**src/verilog/hub_cfg_pkg.sv**
```systemverilog
// Notes on behaviour
// - Index 3 with nonzero maker length returns maker text bytes.
// - Maker bytes returned equal the maker text length.
// - Index 2 with nonzero item length returns item text bytes.
// - Item bytes returned equal the item text length.
// - Bits 3:1 set switch-on delay in 200 ms steps.
// - Feature bit 0 high turns PLL spread spectrum off.
// - Feature fields take loader values and later host overwrites.
// - Flag set on config mode entry; blocks upstream; host clears by one.
// - Host reset bit restores all registers, sets flag, self-clears.
package hub_cfg_pkg;
	// ==========================================================
	// Register map
	localparam logic [7:0] MAKER_TEXT_BASE = 8'h50;
	localparam logic [7:0] ITEM_TEXT_BASE = 8'h90;
	localparam logic [7:0] TEXT_END = 8'hCF;
	localparam int TEXT_BYTES = 64;
	localparam int TEXT_TOTAL = 128;
	localparam logic [7:0] FEATURE_CFG_ADDR = 8'hF0;
	localparam logic [7:0] HOST_STATUS_ADDR = 8'hF8;
	localparam logic [7:0] REG_RESET = 8'h00;
	// ==========================================================
	// Fields
	localparam int LINK_PINS_EN_BIT = 4;
	localparam int DELAY_SEL_LSB = 1;
	localparam int DELAY_SEL_MSB = 3;
	localparam int SPREAD_OFF_BIT = 0;
	localparam int CFG_ACTIVE_BIT = 0;
	localparam int HOST_RESET_BIT = 1;
	// ==========================================================
	// Descriptor indices
	localparam logic [7:0] DESC_INDEX_MAKER = 8'h03;
	localparam logic [7:0] DESC_INDEX_ITEM = 8'h02;
	// ==========================================================
	// Timing
	localparam int CLK_MHZ = 100;
	localparam int DELAY_STEP_MS = 200;
	localparam int DELAY_STEP_CYCLES = DELAY_STEP_MS * 1000 * CLK_MHZ;
endpackage

```
**src/verilog/switch_on_timer.sv**
```systemverilog
module switch_on_timer #(
	parameter int STEP_CYCLES = 20000000
) (
	input wire logic clk,
	input wire logic resetn,
	input wire logic request,
	input wire logic [2:0] delay_sel,
	output logic switch_enable
);
	localparam int CW = $clog2(STEP_CYCLES) + 1;
	localparam logic [CW-1:0] LAST = CW'(STEP_CYCLES - 1);
	logic request_d;
	logic running;
	logic [CW-1:0] cycle_count;
	logic [2:0] steps_left;
	logic [31:0] waited;
	logic [2:0] delay_taken;

	// ==========================================================
	// Delay counter: (delay_sel + 1) steps from request rise
	always_ff @(posedge clk or negedge resetn) begin
		if (!resetn) begin
			request_d <= 1'b0;
			running <= 1'b0;
			cycle_count <= '0;
			steps_left <= 3'h0;
			switch_enable <= 1'b0;
		end else begin
			request_d <= request;
			if (!request) begin
				running <= 1'b0;
				switch_enable <= 1'b0;
				cycle_count <= '0;
			end else if (!request_d) begin
				running <= 1'b1;
				steps_left <= delay_sel;
				cycle_count <= '0;
			end else if (running) begin
				if (cycle_count == LAST) begin
					cycle_count <= '0;
					if (steps_left == 3'h0) begin
						running <= 1'b0;
						switch_enable <= 1'b1;
					end else begin
						steps_left <= steps_left - 3'h1;
					end
				end else begin
					cycle_count <= cycle_count + CW'(1);
				end
			end
		end
	end

	// ==========================================================
	// Checks
	always_ff @(posedge clk or negedge resetn) begin
		if (!resetn) begin
			waited <= 32'h0;
		end else if (request && !switch_enable) begin
			waited <= waited + 32'h1;
		end else begin
			waited <= 32'h0;
		end
	end

	// Delay selection in force when the count started
	always_ff @(posedge clk or negedge resetn) begin
		if (!resetn) begin
			delay_taken <= 3'h0;
		end else if (request && !request_d) begin
			delay_taken <= delay_sel;
		end
	end

	property p_delay_length;
		@(posedge clk) disable iff (!resetn)
		$rose(switch_enable) |->
			waited == 32'((32'(delay_taken) + 32'h1) * STEP_CYCLES) + 32'h1;
	endproperty
	a_delay_length: assert property (p_delay_length)
		else $error("switch enable delay length wrong");

	property p_delay_not_early;
		@(posedge clk) disable iff (!resetn)
		(request && !request_d) |=> !switch_enable;
	endproperty
	a_delay_not_early: assert property (p_delay_not_early)
		else $error("switch enable came without delay");
endmodule // switch_on_timer

```
**src/verilog/hub_string_feature_regs.sv**
```systemverilog
module hub_string_feature_regs #(
	parameter int STEP_CYCLES = hub_cfg_pkg::DELAY_STEP_CYCLES
) (
	input wire logic REF_CLK,
	input wire logic RESETN,
	input wire logic CFG_WR,
	input wire logic [7:0] CFG_ADDR,
	input wire logic [7:0] CFG_WDATA,
	output logic [7:0] CFG_RDATA,
	input wire logic I2C_MODE,
	input wire logic SMBUS_MODE,
	input wire logic DESC_REQ,
	input wire logic [7:0] DESC_INDEX,
	input wire logic [5:0] DESC_OFFSET,
	input wire logic [6:0] MAKER_TEXT_LENGTH,
	input wire logic [6:0] ITEM_TEXT_LENGTH,
	output logic DESC_ACK,
	output logic DESC_VALID,
	output logic [7:0] DESC_DATA,
	input wire logic HS_LINK_UP,
	input wire logic HS_SUSPENDED,
	input wire logic SS_LINK_UP,
	input wire logic SS_SUSPENDED,
	output logic HS_LINK_UP_OUT,
	output logic HS_SUSPENDED_OUT,
	output logic SS_LINK_UP_OUT,
	output logic SS_SUSPENDED_OUT,
	output logic PLL_SPREAD_OFF,
	input wire logic POWER_ON_REQUEST,
	output logic PORT_POWER_SWITCH_CTL,
	output logic CONFIG_IN_PROGRESS,
	output logic UPSTREAM_CONNECT_ALLOW
);
	import hub_cfg_pkg::*;

	logic [7:0] text [TEXT_TOTAL];
	logic [7:0] feature;
	logic host_config_reset;
	logic config_in_progress;
	logic i2c_mode_d;
	logic smbus_mode_d;
	logic soft_clear;
	logic text_hit;
	logic [6:0] text_index;
	logic feature_wr;
	logic status_wr;
	logic mode_enter;
	logic flag_clear;
	logic maker_sel;
	logic item_sel;
	logic [6:0] desc_addr;
	logic [7:0] next_rdata;

	assign soft_clear = host_config_reset;
	assign text_hit = CFG_ADDR >= MAKER_TEXT_BASE && CFG_ADDR <= TEXT_END;
	assign text_index = 7'(CFG_ADDR - MAKER_TEXT_BASE);
	assign feature_wr = CFG_WR && CFG_ADDR == FEATURE_CFG_ADDR;
	assign status_wr = CFG_WR && CFG_ADDR == HOST_STATUS_ADDR;

	// ==========================================================
	// Text byte storage
	generate
		for (genvar i = 0; i < TEXT_TOTAL; i++) begin : g_text
			always_ff @(posedge REF_CLK or negedge RESETN) begin
				if (!RESETN) begin
					text[i] <= REG_RESET;
				end else if (soft_clear) begin
					text[i] <= REG_RESET;
				end else if (CFG_WR && text_hit && text_index == 7'(i)) begin
					text[i] <= CFG_WDATA;
				end
			end
		end
	endgenerate

	// ==========================================================
	// Feature register, loader or host writes
	always_ff @(posedge REF_CLK or negedge RESETN) begin
		if (!RESETN) begin
			feature <= REG_RESET;
		end else if (soft_clear) begin
			feature <= REG_RESET;
		end else if (feature_wr) begin
			feature <= CFG_WDATA;
		end
	end

	assign PLL_SPREAD_OFF = feature[SPREAD_OFF_BIT];

	// ==========================================================
	// Status and command register
	assign mode_enter = (I2C_MODE && !i2c_mode_d) ||
		(SMBUS_MODE && !smbus_mode_d);
	assign flag_clear = (!I2C_MODE && i2c_mode_d) ||
		(status_wr && SMBUS_MODE && CFG_WDATA[CFG_ACTIVE_BIT]);

	always_ff @(posedge REF_CLK or negedge RESETN) begin
		if (!RESETN) begin
			i2c_mode_d <= 1'b0;
			smbus_mode_d <= 1'b0;
		end else begin
			i2c_mode_d <= I2C_MODE;
			smbus_mode_d <= SMBUS_MODE;
		end
	end

	// Setting wins over a clear in the same cycle
	always_ff @(posedge REF_CLK or negedge RESETN) begin
		if (!RESETN) begin
			config_in_progress <= 1'b0;
		end else if (mode_enter || soft_clear) begin
			config_in_progress <= 1'b1;
		end else if (flag_clear) begin
			config_in_progress <= 1'b0;
		end
	end

	// Reset request accepted only in host mode; writing zero does nothing
	always_ff @(posedge REF_CLK or negedge RESETN) begin
		if (!RESETN) begin
			host_config_reset <= 1'b0;
		end else if (host_config_reset) begin
			host_config_reset <= 1'b0;
		end else if (status_wr && SMBUS_MODE &&
			CFG_WDATA[HOST_RESET_BIT]) begin
			host_config_reset <= 1'b1;
		end
	end

	assign CONFIG_IN_PROGRESS = config_in_progress;
	assign UPSTREAM_CONNECT_ALLOW = !config_in_progress;

	// ==========================================================
	// Register read port, one cycle latency
	always_comb begin
		next_rdata = REG_RESET;
		if (text_hit) begin
			next_rdata = text[text_index];
		end else if (CFG_ADDR == FEATURE_CFG_ADDR) begin
			next_rdata = feature;
		end else if (CFG_ADDR == HOST_STATUS_ADDR) begin
			next_rdata = {6'h00, host_config_reset, config_in_progress};
		end
	end

	always_ff @(posedge REF_CLK or negedge RESETN) begin
		if (!RESETN) begin
			CFG_RDATA <= REG_RESET;
		end else begin
			CFG_RDATA <= next_rdata;
		end
	end

	// ==========================================================
	// String descriptor byte fetch
	assign maker_sel = DESC_INDEX == DESC_INDEX_MAKER &&
		MAKER_TEXT_LENGTH != 7'h00;
	assign item_sel = DESC_INDEX == DESC_INDEX_ITEM &&
		ITEM_TEXT_LENGTH != 7'h00;
	assign desc_addr = item_sel ? {1'b1, DESC_OFFSET} : {1'b0, DESC_OFFSET};

	always_ff @(posedge REF_CLK or negedge RESETN) begin
		if (!RESETN) begin
			DESC_ACK <= 1'b0;
			DESC_VALID <= 1'b0;
			DESC_DATA <= REG_RESET;
		end else begin
			DESC_ACK <= DESC_REQ;
			DESC_VALID <= DESC_REQ && (
				(maker_sel && {1'b0, DESC_OFFSET} < MAKER_TEXT_LENGTH) ||
				(item_sel && {1'b0, DESC_OFFSET} < ITEM_TEXT_LENGTH));
			DESC_DATA <= (DESC_REQ && (maker_sel || item_sel)) ?
				text[desc_addr] : REG_RESET;
		end
	end

	// ==========================================================
	// Gated status outputs
	always_ff @(posedge REF_CLK or negedge RESETN) begin
		if (!RESETN) begin
			HS_LINK_UP_OUT <= 1'b0;
			HS_SUSPENDED_OUT <= 1'b0;
			SS_LINK_UP_OUT <= 1'b0;
			SS_SUSPENDED_OUT <= 1'b0;
		end else begin
			HS_LINK_UP_OUT <= feature[LINK_PINS_EN_BIT] && HS_LINK_UP;
			HS_SUSPENDED_OUT <= feature[LINK_PINS_EN_BIT] && HS_SUSPENDED;
			SS_LINK_UP_OUT <= feature[LINK_PINS_EN_BIT] && SS_LINK_UP;
			SS_SUSPENDED_OUT <= feature[LINK_PINS_EN_BIT] && SS_SUSPENDED;
		end
	end

	// ==========================================================
	// Power switch delay
	switch_on_timer #(
		.STEP_CYCLES(STEP_CYCLES)
	) u_switch_on_timer (
		.clk(REF_CLK),
		.resetn(RESETN),
		.request(POWER_ON_REQUEST),
		.delay_sel(feature[DELAY_SEL_MSB:DELAY_SEL_LSB]),
		.switch_enable(PORT_POWER_SWITCH_CTL)
	);

	// ==========================================================
	// Checks
	property p_maker_byte;
		@(posedge REF_CLK) disable iff (!RESETN)
		(DESC_REQ && maker_sel && !CFG_WR && !soft_clear &&
			{1'b0, DESC_OFFSET} < MAKER_TEXT_LENGTH) |=>
			DESC_VALID && DESC_DATA == text[{1'b0, $past(DESC_OFFSET)}];
	endproperty
	a_maker_byte: assert property (p_maker_byte)
		else $error("maker byte not returned");

	property p_maker_len;
		@(posedge REF_CLK) disable iff (!RESETN)
		(DESC_REQ && DESC_INDEX == DESC_INDEX_MAKER &&
			{1'b0, DESC_OFFSET} >= MAKER_TEXT_LENGTH) |=> !DESC_VALID;
	endproperty
	a_maker_len: assert property (p_maker_len)
		else $error("maker byte beyond length");

	property p_item_byte;
		@(posedge REF_CLK) disable iff (!RESETN)
		(DESC_REQ && item_sel && !CFG_WR && !soft_clear &&
			{1'b0, DESC_OFFSET} < ITEM_TEXT_LENGTH) |=>
			DESC_VALID && DESC_DATA == text[{1'b1, $past(DESC_OFFSET)}];
	endproperty
	a_item_byte: assert property (p_item_byte)
		else $error("item byte not returned");

	property p_item_len;
		@(posedge REF_CLK) disable iff (!RESETN)
		(DESC_REQ && DESC_INDEX == DESC_INDEX_ITEM &&
			{1'b0, DESC_OFFSET} >= ITEM_TEXT_LENGTH) |=> !DESC_VALID;
	endproperty
	a_item_len: assert property (p_item_len)
		else $error("item byte beyond length");

	property p_status_gate;
		@(posedge REF_CLK) disable iff (!RESETN)
		!feature[LINK_PINS_EN_BIT] |=> !HS_LINK_UP_OUT && !HS_SUSPENDED_OUT
			&& !SS_LINK_UP_OUT && !SS_SUSPENDED_OUT;
	endproperty
	a_status_gate: assert property (p_status_gate)
		else $error("status output active while disabled");

	property p_status_pass;
		@(posedge REF_CLK) disable iff (!RESETN)
		feature[LINK_PINS_EN_BIT] |=> HS_LINK_UP_OUT == $past(HS_LINK_UP)
			&& HS_SUSPENDED_OUT == $past(HS_SUSPENDED)
			&& SS_LINK_UP_OUT == $past(SS_LINK_UP)
			&& SS_SUSPENDED_OUT == $past(SS_SUSPENDED);
	endproperty
	a_status_pass: assert property (p_status_pass)
		else $error("status output not following source");

	property p_feature_write;
		@(posedge REF_CLK) disable iff (!RESETN)
		(feature_wr && !soft_clear) |=> feature == $past(CFG_WDATA)
			&& PLL_SPREAD_OFF == $past(CFG_WDATA[SPREAD_OFF_BIT]);
	endproperty
	a_feature_write: assert property (p_feature_write)
		else $error("feature write not taken");

	property p_flag_blocks;
		@(posedge REF_CLK) disable iff (!RESETN)
		$rose(SMBUS_MODE) |=> CONFIG_IN_PROGRESS && !UPSTREAM_CONNECT_ALLOW;
	endproperty
	a_flag_blocks: assert property (p_flag_blocks)
		else $error("config flag not set on mode entry");

	property p_host_reset;
		@(posedge REF_CLK) disable iff (!RESETN)
		(status_wr && SMBUS_MODE && CFG_WDATA[HOST_RESET_BIT] &&
			!host_config_reset) |=> host_config_reset ##1
			(!host_config_reset && config_in_progress && feature == REG_RESET);
	endproperty
	a_host_reset: assert property (p_host_reset)
		else $error("host reset sequence wrong");
endmodule // hub_string_feature_regs

```
**config.mk**
```make
export PLATFORM = sky130hd
export DESIGN_NAME = hub_string_feature_regs
export DESIGN_NICKNAME = d
export VERILOG_FILES = /design/src/verilog/hub_cfg_pkg.sv /design/src/verilog/switch_on_timer.sv /design/src/verilog/hub_string_feature_regs.sv
export SDC_FILE = /design/constraint.sdc
export NUM_CORES = 2
export LEC_CHECK = 0
export BUFFER_PORTS_ARGS = -buffer_cell sky130_fd_sc_hd__buf_2
export CORE_ASPECT_RATIO = 1.2
export CORE_MARGIN = 2
export CORE_UTILIZATION = 58
export CTS_CLUSTER_SIZE = 10
export DETAILED_ROUTE_END_ITERATION = 7
export PLACE_DENSITY = 0.71
export SLEW_MARGIN = 10
export SYNTH_ARGS = -nofsm -noshare
export SYNTH_HDL_FRONTEND = slang
export SYNTH_SLANG_ARGS = --single-unit
```
**constraint.sdc**
```tcl
create_clock -name REF_CLK -period 6.1 [get_ports REF_CLK]
set_input_delay 1.525 -clock REF_CLK [delete_from_list [all_inputs] [get_ports REF_CLK]]
set_output_delay 1.525 -clock REF_CLK [all_outputs]
set_load 0.01 [all_outputs]
```
==> results_dict.tcl <==
set metrics [dict create \
    cts.sinks 1090 \
    slew_violations 0 \
    core_area_um2 106000 \
    hold_class "reg2reg" \
    grt_pass1_wl_um 328800 \
    path_buf_inv 3 \
    drv_cap 0 \
    io_buffers 80 \
    final-instance-count-excl-fill 7413 \
    critical_path_class "in2reg" \
    critPathSlowestCell "nand4b_4" \
    start_util_pct 58.42 \
    syn_area_um2 61950 \
    vias 54100 \
    synthAdderAreaFrac_pct 0.3999 \
    synth_top_flop_cell "dfrtp_1" \
    die_area_um2 109500 \
    busiest_layer "met2" \
    syn_inst 6221 \
    grt_setup_unrepaired "false" \
    use_met3_pct 11.52 \
    yosysUniqueCellTypes 68 \
    fin_worst_skew_ns 0.02983 \
    synth_compound_area_share_pct 19.58 \
    cp.arrival_ns 5.18 \
    syn_nets 6295 \
    ir_worst_vdd_mv 0.3482 \
    max_clock_freq_ghz 0.2215 \
    finalSetupViolations 0 \
    worstMarginPinSlew_ns 1.327 \
    powerDensity_nw_per_um2 260.9 \
    cp_slowest_stage_delay_ns 0.71 \
    cp_cell_sequence "buf_2 -> inv_1 -> ha_1 -> nor2b_1 -> a311oi_1 -> a31oi_4 -> nand4b_4 -> buf_12 -> nor2_1 -> nand2_1 -> a21oi_1" \
    clk_latency_ns 0.78 \
    p_leak_nw 26.74 \
    numCtsBuffers 130 \
    slew_headroom_pct 9.275 \
    grt.overflow.total 0 \
    post-route-drc-count 0 \
    drt-total-wl_um 215300 \
    final_layout_size_suffix_gt1_share_pct 16.61 \
    hold_violations 0 \
    wl_per_cell_um 29.05 \
    cts-hold-fix-buffers 0 \
    crit_path_start_kind "primary input" \
    fp.dieW_um 302.3 \
    die_y_um 362.0 \
    grt_start_max_net_pins 209 \
    first_iter_violations 8470 \
    synth_seq_area_share_pct 44.03 \
    finalHoldWorstSlack_ns 0.4875 \
    synthSimpleGateAreaFrac_pct 9.371 \
    place_inst 7243 \
    io_pins 81 \
    synth_edf_count 0 \
    fin_area_um2 67140 \
    vias_per_cell 7.298 \
    synth-xor-area-share_pct 0.1696 \
    tns_ns 0 \
    ys_ff_latch 1090 \
    cts_tree "built" \
    synth_area_leaders "dfrtp_1 (44%), mux4_2 (20%), a21oi_1 (8.7%), o21ai_0 (8.5%), nand2_1 (6.6%)" \
    place.gp.congestion 0.9549 \
    antenna_found_initial 13 \
    met1_usage_pct 53.02 \
    area.growth.synth_to_final_pct 8.377 \
    grt_pass1_vias 52530 \
    h-tree-depth 4 \
    ant_nets 0 \
    cts.reportedPaths.clkPinSlew_ns 0.06 \
    ys_async_sr_fraction_pct 100.0 \
    yosysTopAreaCellShare_pct 44.03 \
    critPathCaptureType "flip-flop" \
    postCtsSetupBuffers 0 \
    hpwl_um 132900 \
    synth_top_family_by_area "multiplexers" \
    yosys.area.top_type "dfrtp_1" \
    met2_usage_pct 58.60 \
    required_ns 6.77 \
    finish.net_count 6053 \
    final_util_pct 63.31 \
    outcome "completed" \
    crit_fanout 36 \
    yosys_warnings 0 \
    synth_mux_area_share_pct 21.65 \
    layout_min_cycle_time_ns 4.514 \
    cts_resized 0 \
    core.rowCount 131 \
    clock_tree.root_cell "clkbuf_16" \
    grt.total_usage_pct 39.68 \
    place_area_um2 63430 \
    cts_buffer_depth 3 \
    crit_family "simple AND/OR/NAND/NOR gates" \
    fin_crit_sh_pct 74.00 \
    syn_avg_cell_area_um2 9.959 \
    dr.pass1.iters 6 \
]
## registers in the layout, summed over array words and instances (netlist names), 3 cells and up
register and flops:
text 1024, DESC_DATA 8, u_switch_on_timer.cycle_count 26, feature 8, CFG_RDATA 8, u_switch_on_timer.steps_left 3
## kinds of logic (layout without fill, tap and decap cells)
family,Yosys count,count (layout)
simple gates,1410,1410
buf+inv,716,511
other cells,0,1
mux,646,646
fa+ha+maj,20,20
flops,1090,1090
compound gates,2327,2327
xor+xnor,12,12
## worst min-delay path, stage by stage (launching register included)
cell and delay, ns:
dfrtp_1 0.34, nand2_1 0.04, o21ai_0 0.06
## routing by layer
metal	wire, µm	vias up
li1	-	22120
met1	76470	27250
met2	98260	3944
met3	26920	760
met4	13550	18
met5	137	-
## final cells by class
class	instances	area, µm²
multi-input combinational	4415	31740
clock inverter	4	31.28
inverter	87	326.6
timing repair buffer	255	2337
antenna	1	2.502
sequential	1090	27280
tap	1396	1747
clock buffer	165	3679
fill	8338	38910
## report_power, final
part / internal [mW] / switching, mW
clock: 4.16 / 3.04
sequential: 7.67 / 0.338
combinational: 0.941 / 1.37
## final timing paths
check	from	cells after the start	slack (ns)	end
min in group asynchronous	RESETN	1	0.79	text[127]$_DFFE_PN0P_
max in group asynchronous	RESETN	2	3.89	text[668]$_DFFE_PN0P_
worst max register to register	text[802]$_DFFE_PN0P_	6	3.11	CFG_RDATA[2]$_DFF_PN0_
worst min register to register	u_switch_on_timer.steps_left[1]$_DFFE_PN0P_	2	0.49	u_switch_on_timer.steps_left[1]$_DFFE_PN0P_
worst max-delay path	CFG_ADDR[4]	11	1.59	text[169]$_DFFE_PN0P_
worst min-delay path	u_switch_on_timer.steps_left[1]$_DFFE_PN0P_	2	0.49	u_switch_on_timer.steps_left[1]$_DFFE_PN0P_
## cells in the final DEF, fill, tap and decap left out, types with 80 or more instances in the layout
cell / count
a21oi_1: 1075
buf_4: 140
clkbuf_16: 141
dfrtp_1: 1089
inv_1: 80
mux2i_1: 89
mux4_2: 555
nand2_1: 1096
nor2_1: 162
o21ai_0: 1057
## through the flow
| stage | setup WS (ns) | power (mW) |
|---|---|---|
| after floorplan | 1.801 | 9.460 |
| after detailed placement | 1.001 | 10.36 |
| after global placement | 1.040 | 10.28 |
| after CTS | 1.797 | 17.47 |
| after global routing | 1.491 | 17.99 |
| final | 1.586 | 17.52 |
## synth_stat cells, types with 19 or more instances
| master | n |
|---|---|
| buf_1 | 47 |
| a211oi_1 | 21 |
| nor2_1 | 162 |
| o22ai_1 | 54 |
| nand2_1 | 1096 |
| nand3_1 | 38 |
| a22oi_1 | 51 |
| clkbuf_1 | 471 |
| mux2i_1 | 89 |
| buf_2 | 78 |
| a21oi_1 | 1075 |
| ha_1 | 19 |
| dfrtp_1 | 1090 |
| mux4_2 | 555 |
| o21ai_0 | 1057 |
| inv_1 | 80 |
Power figures use the tool's default switching activity.
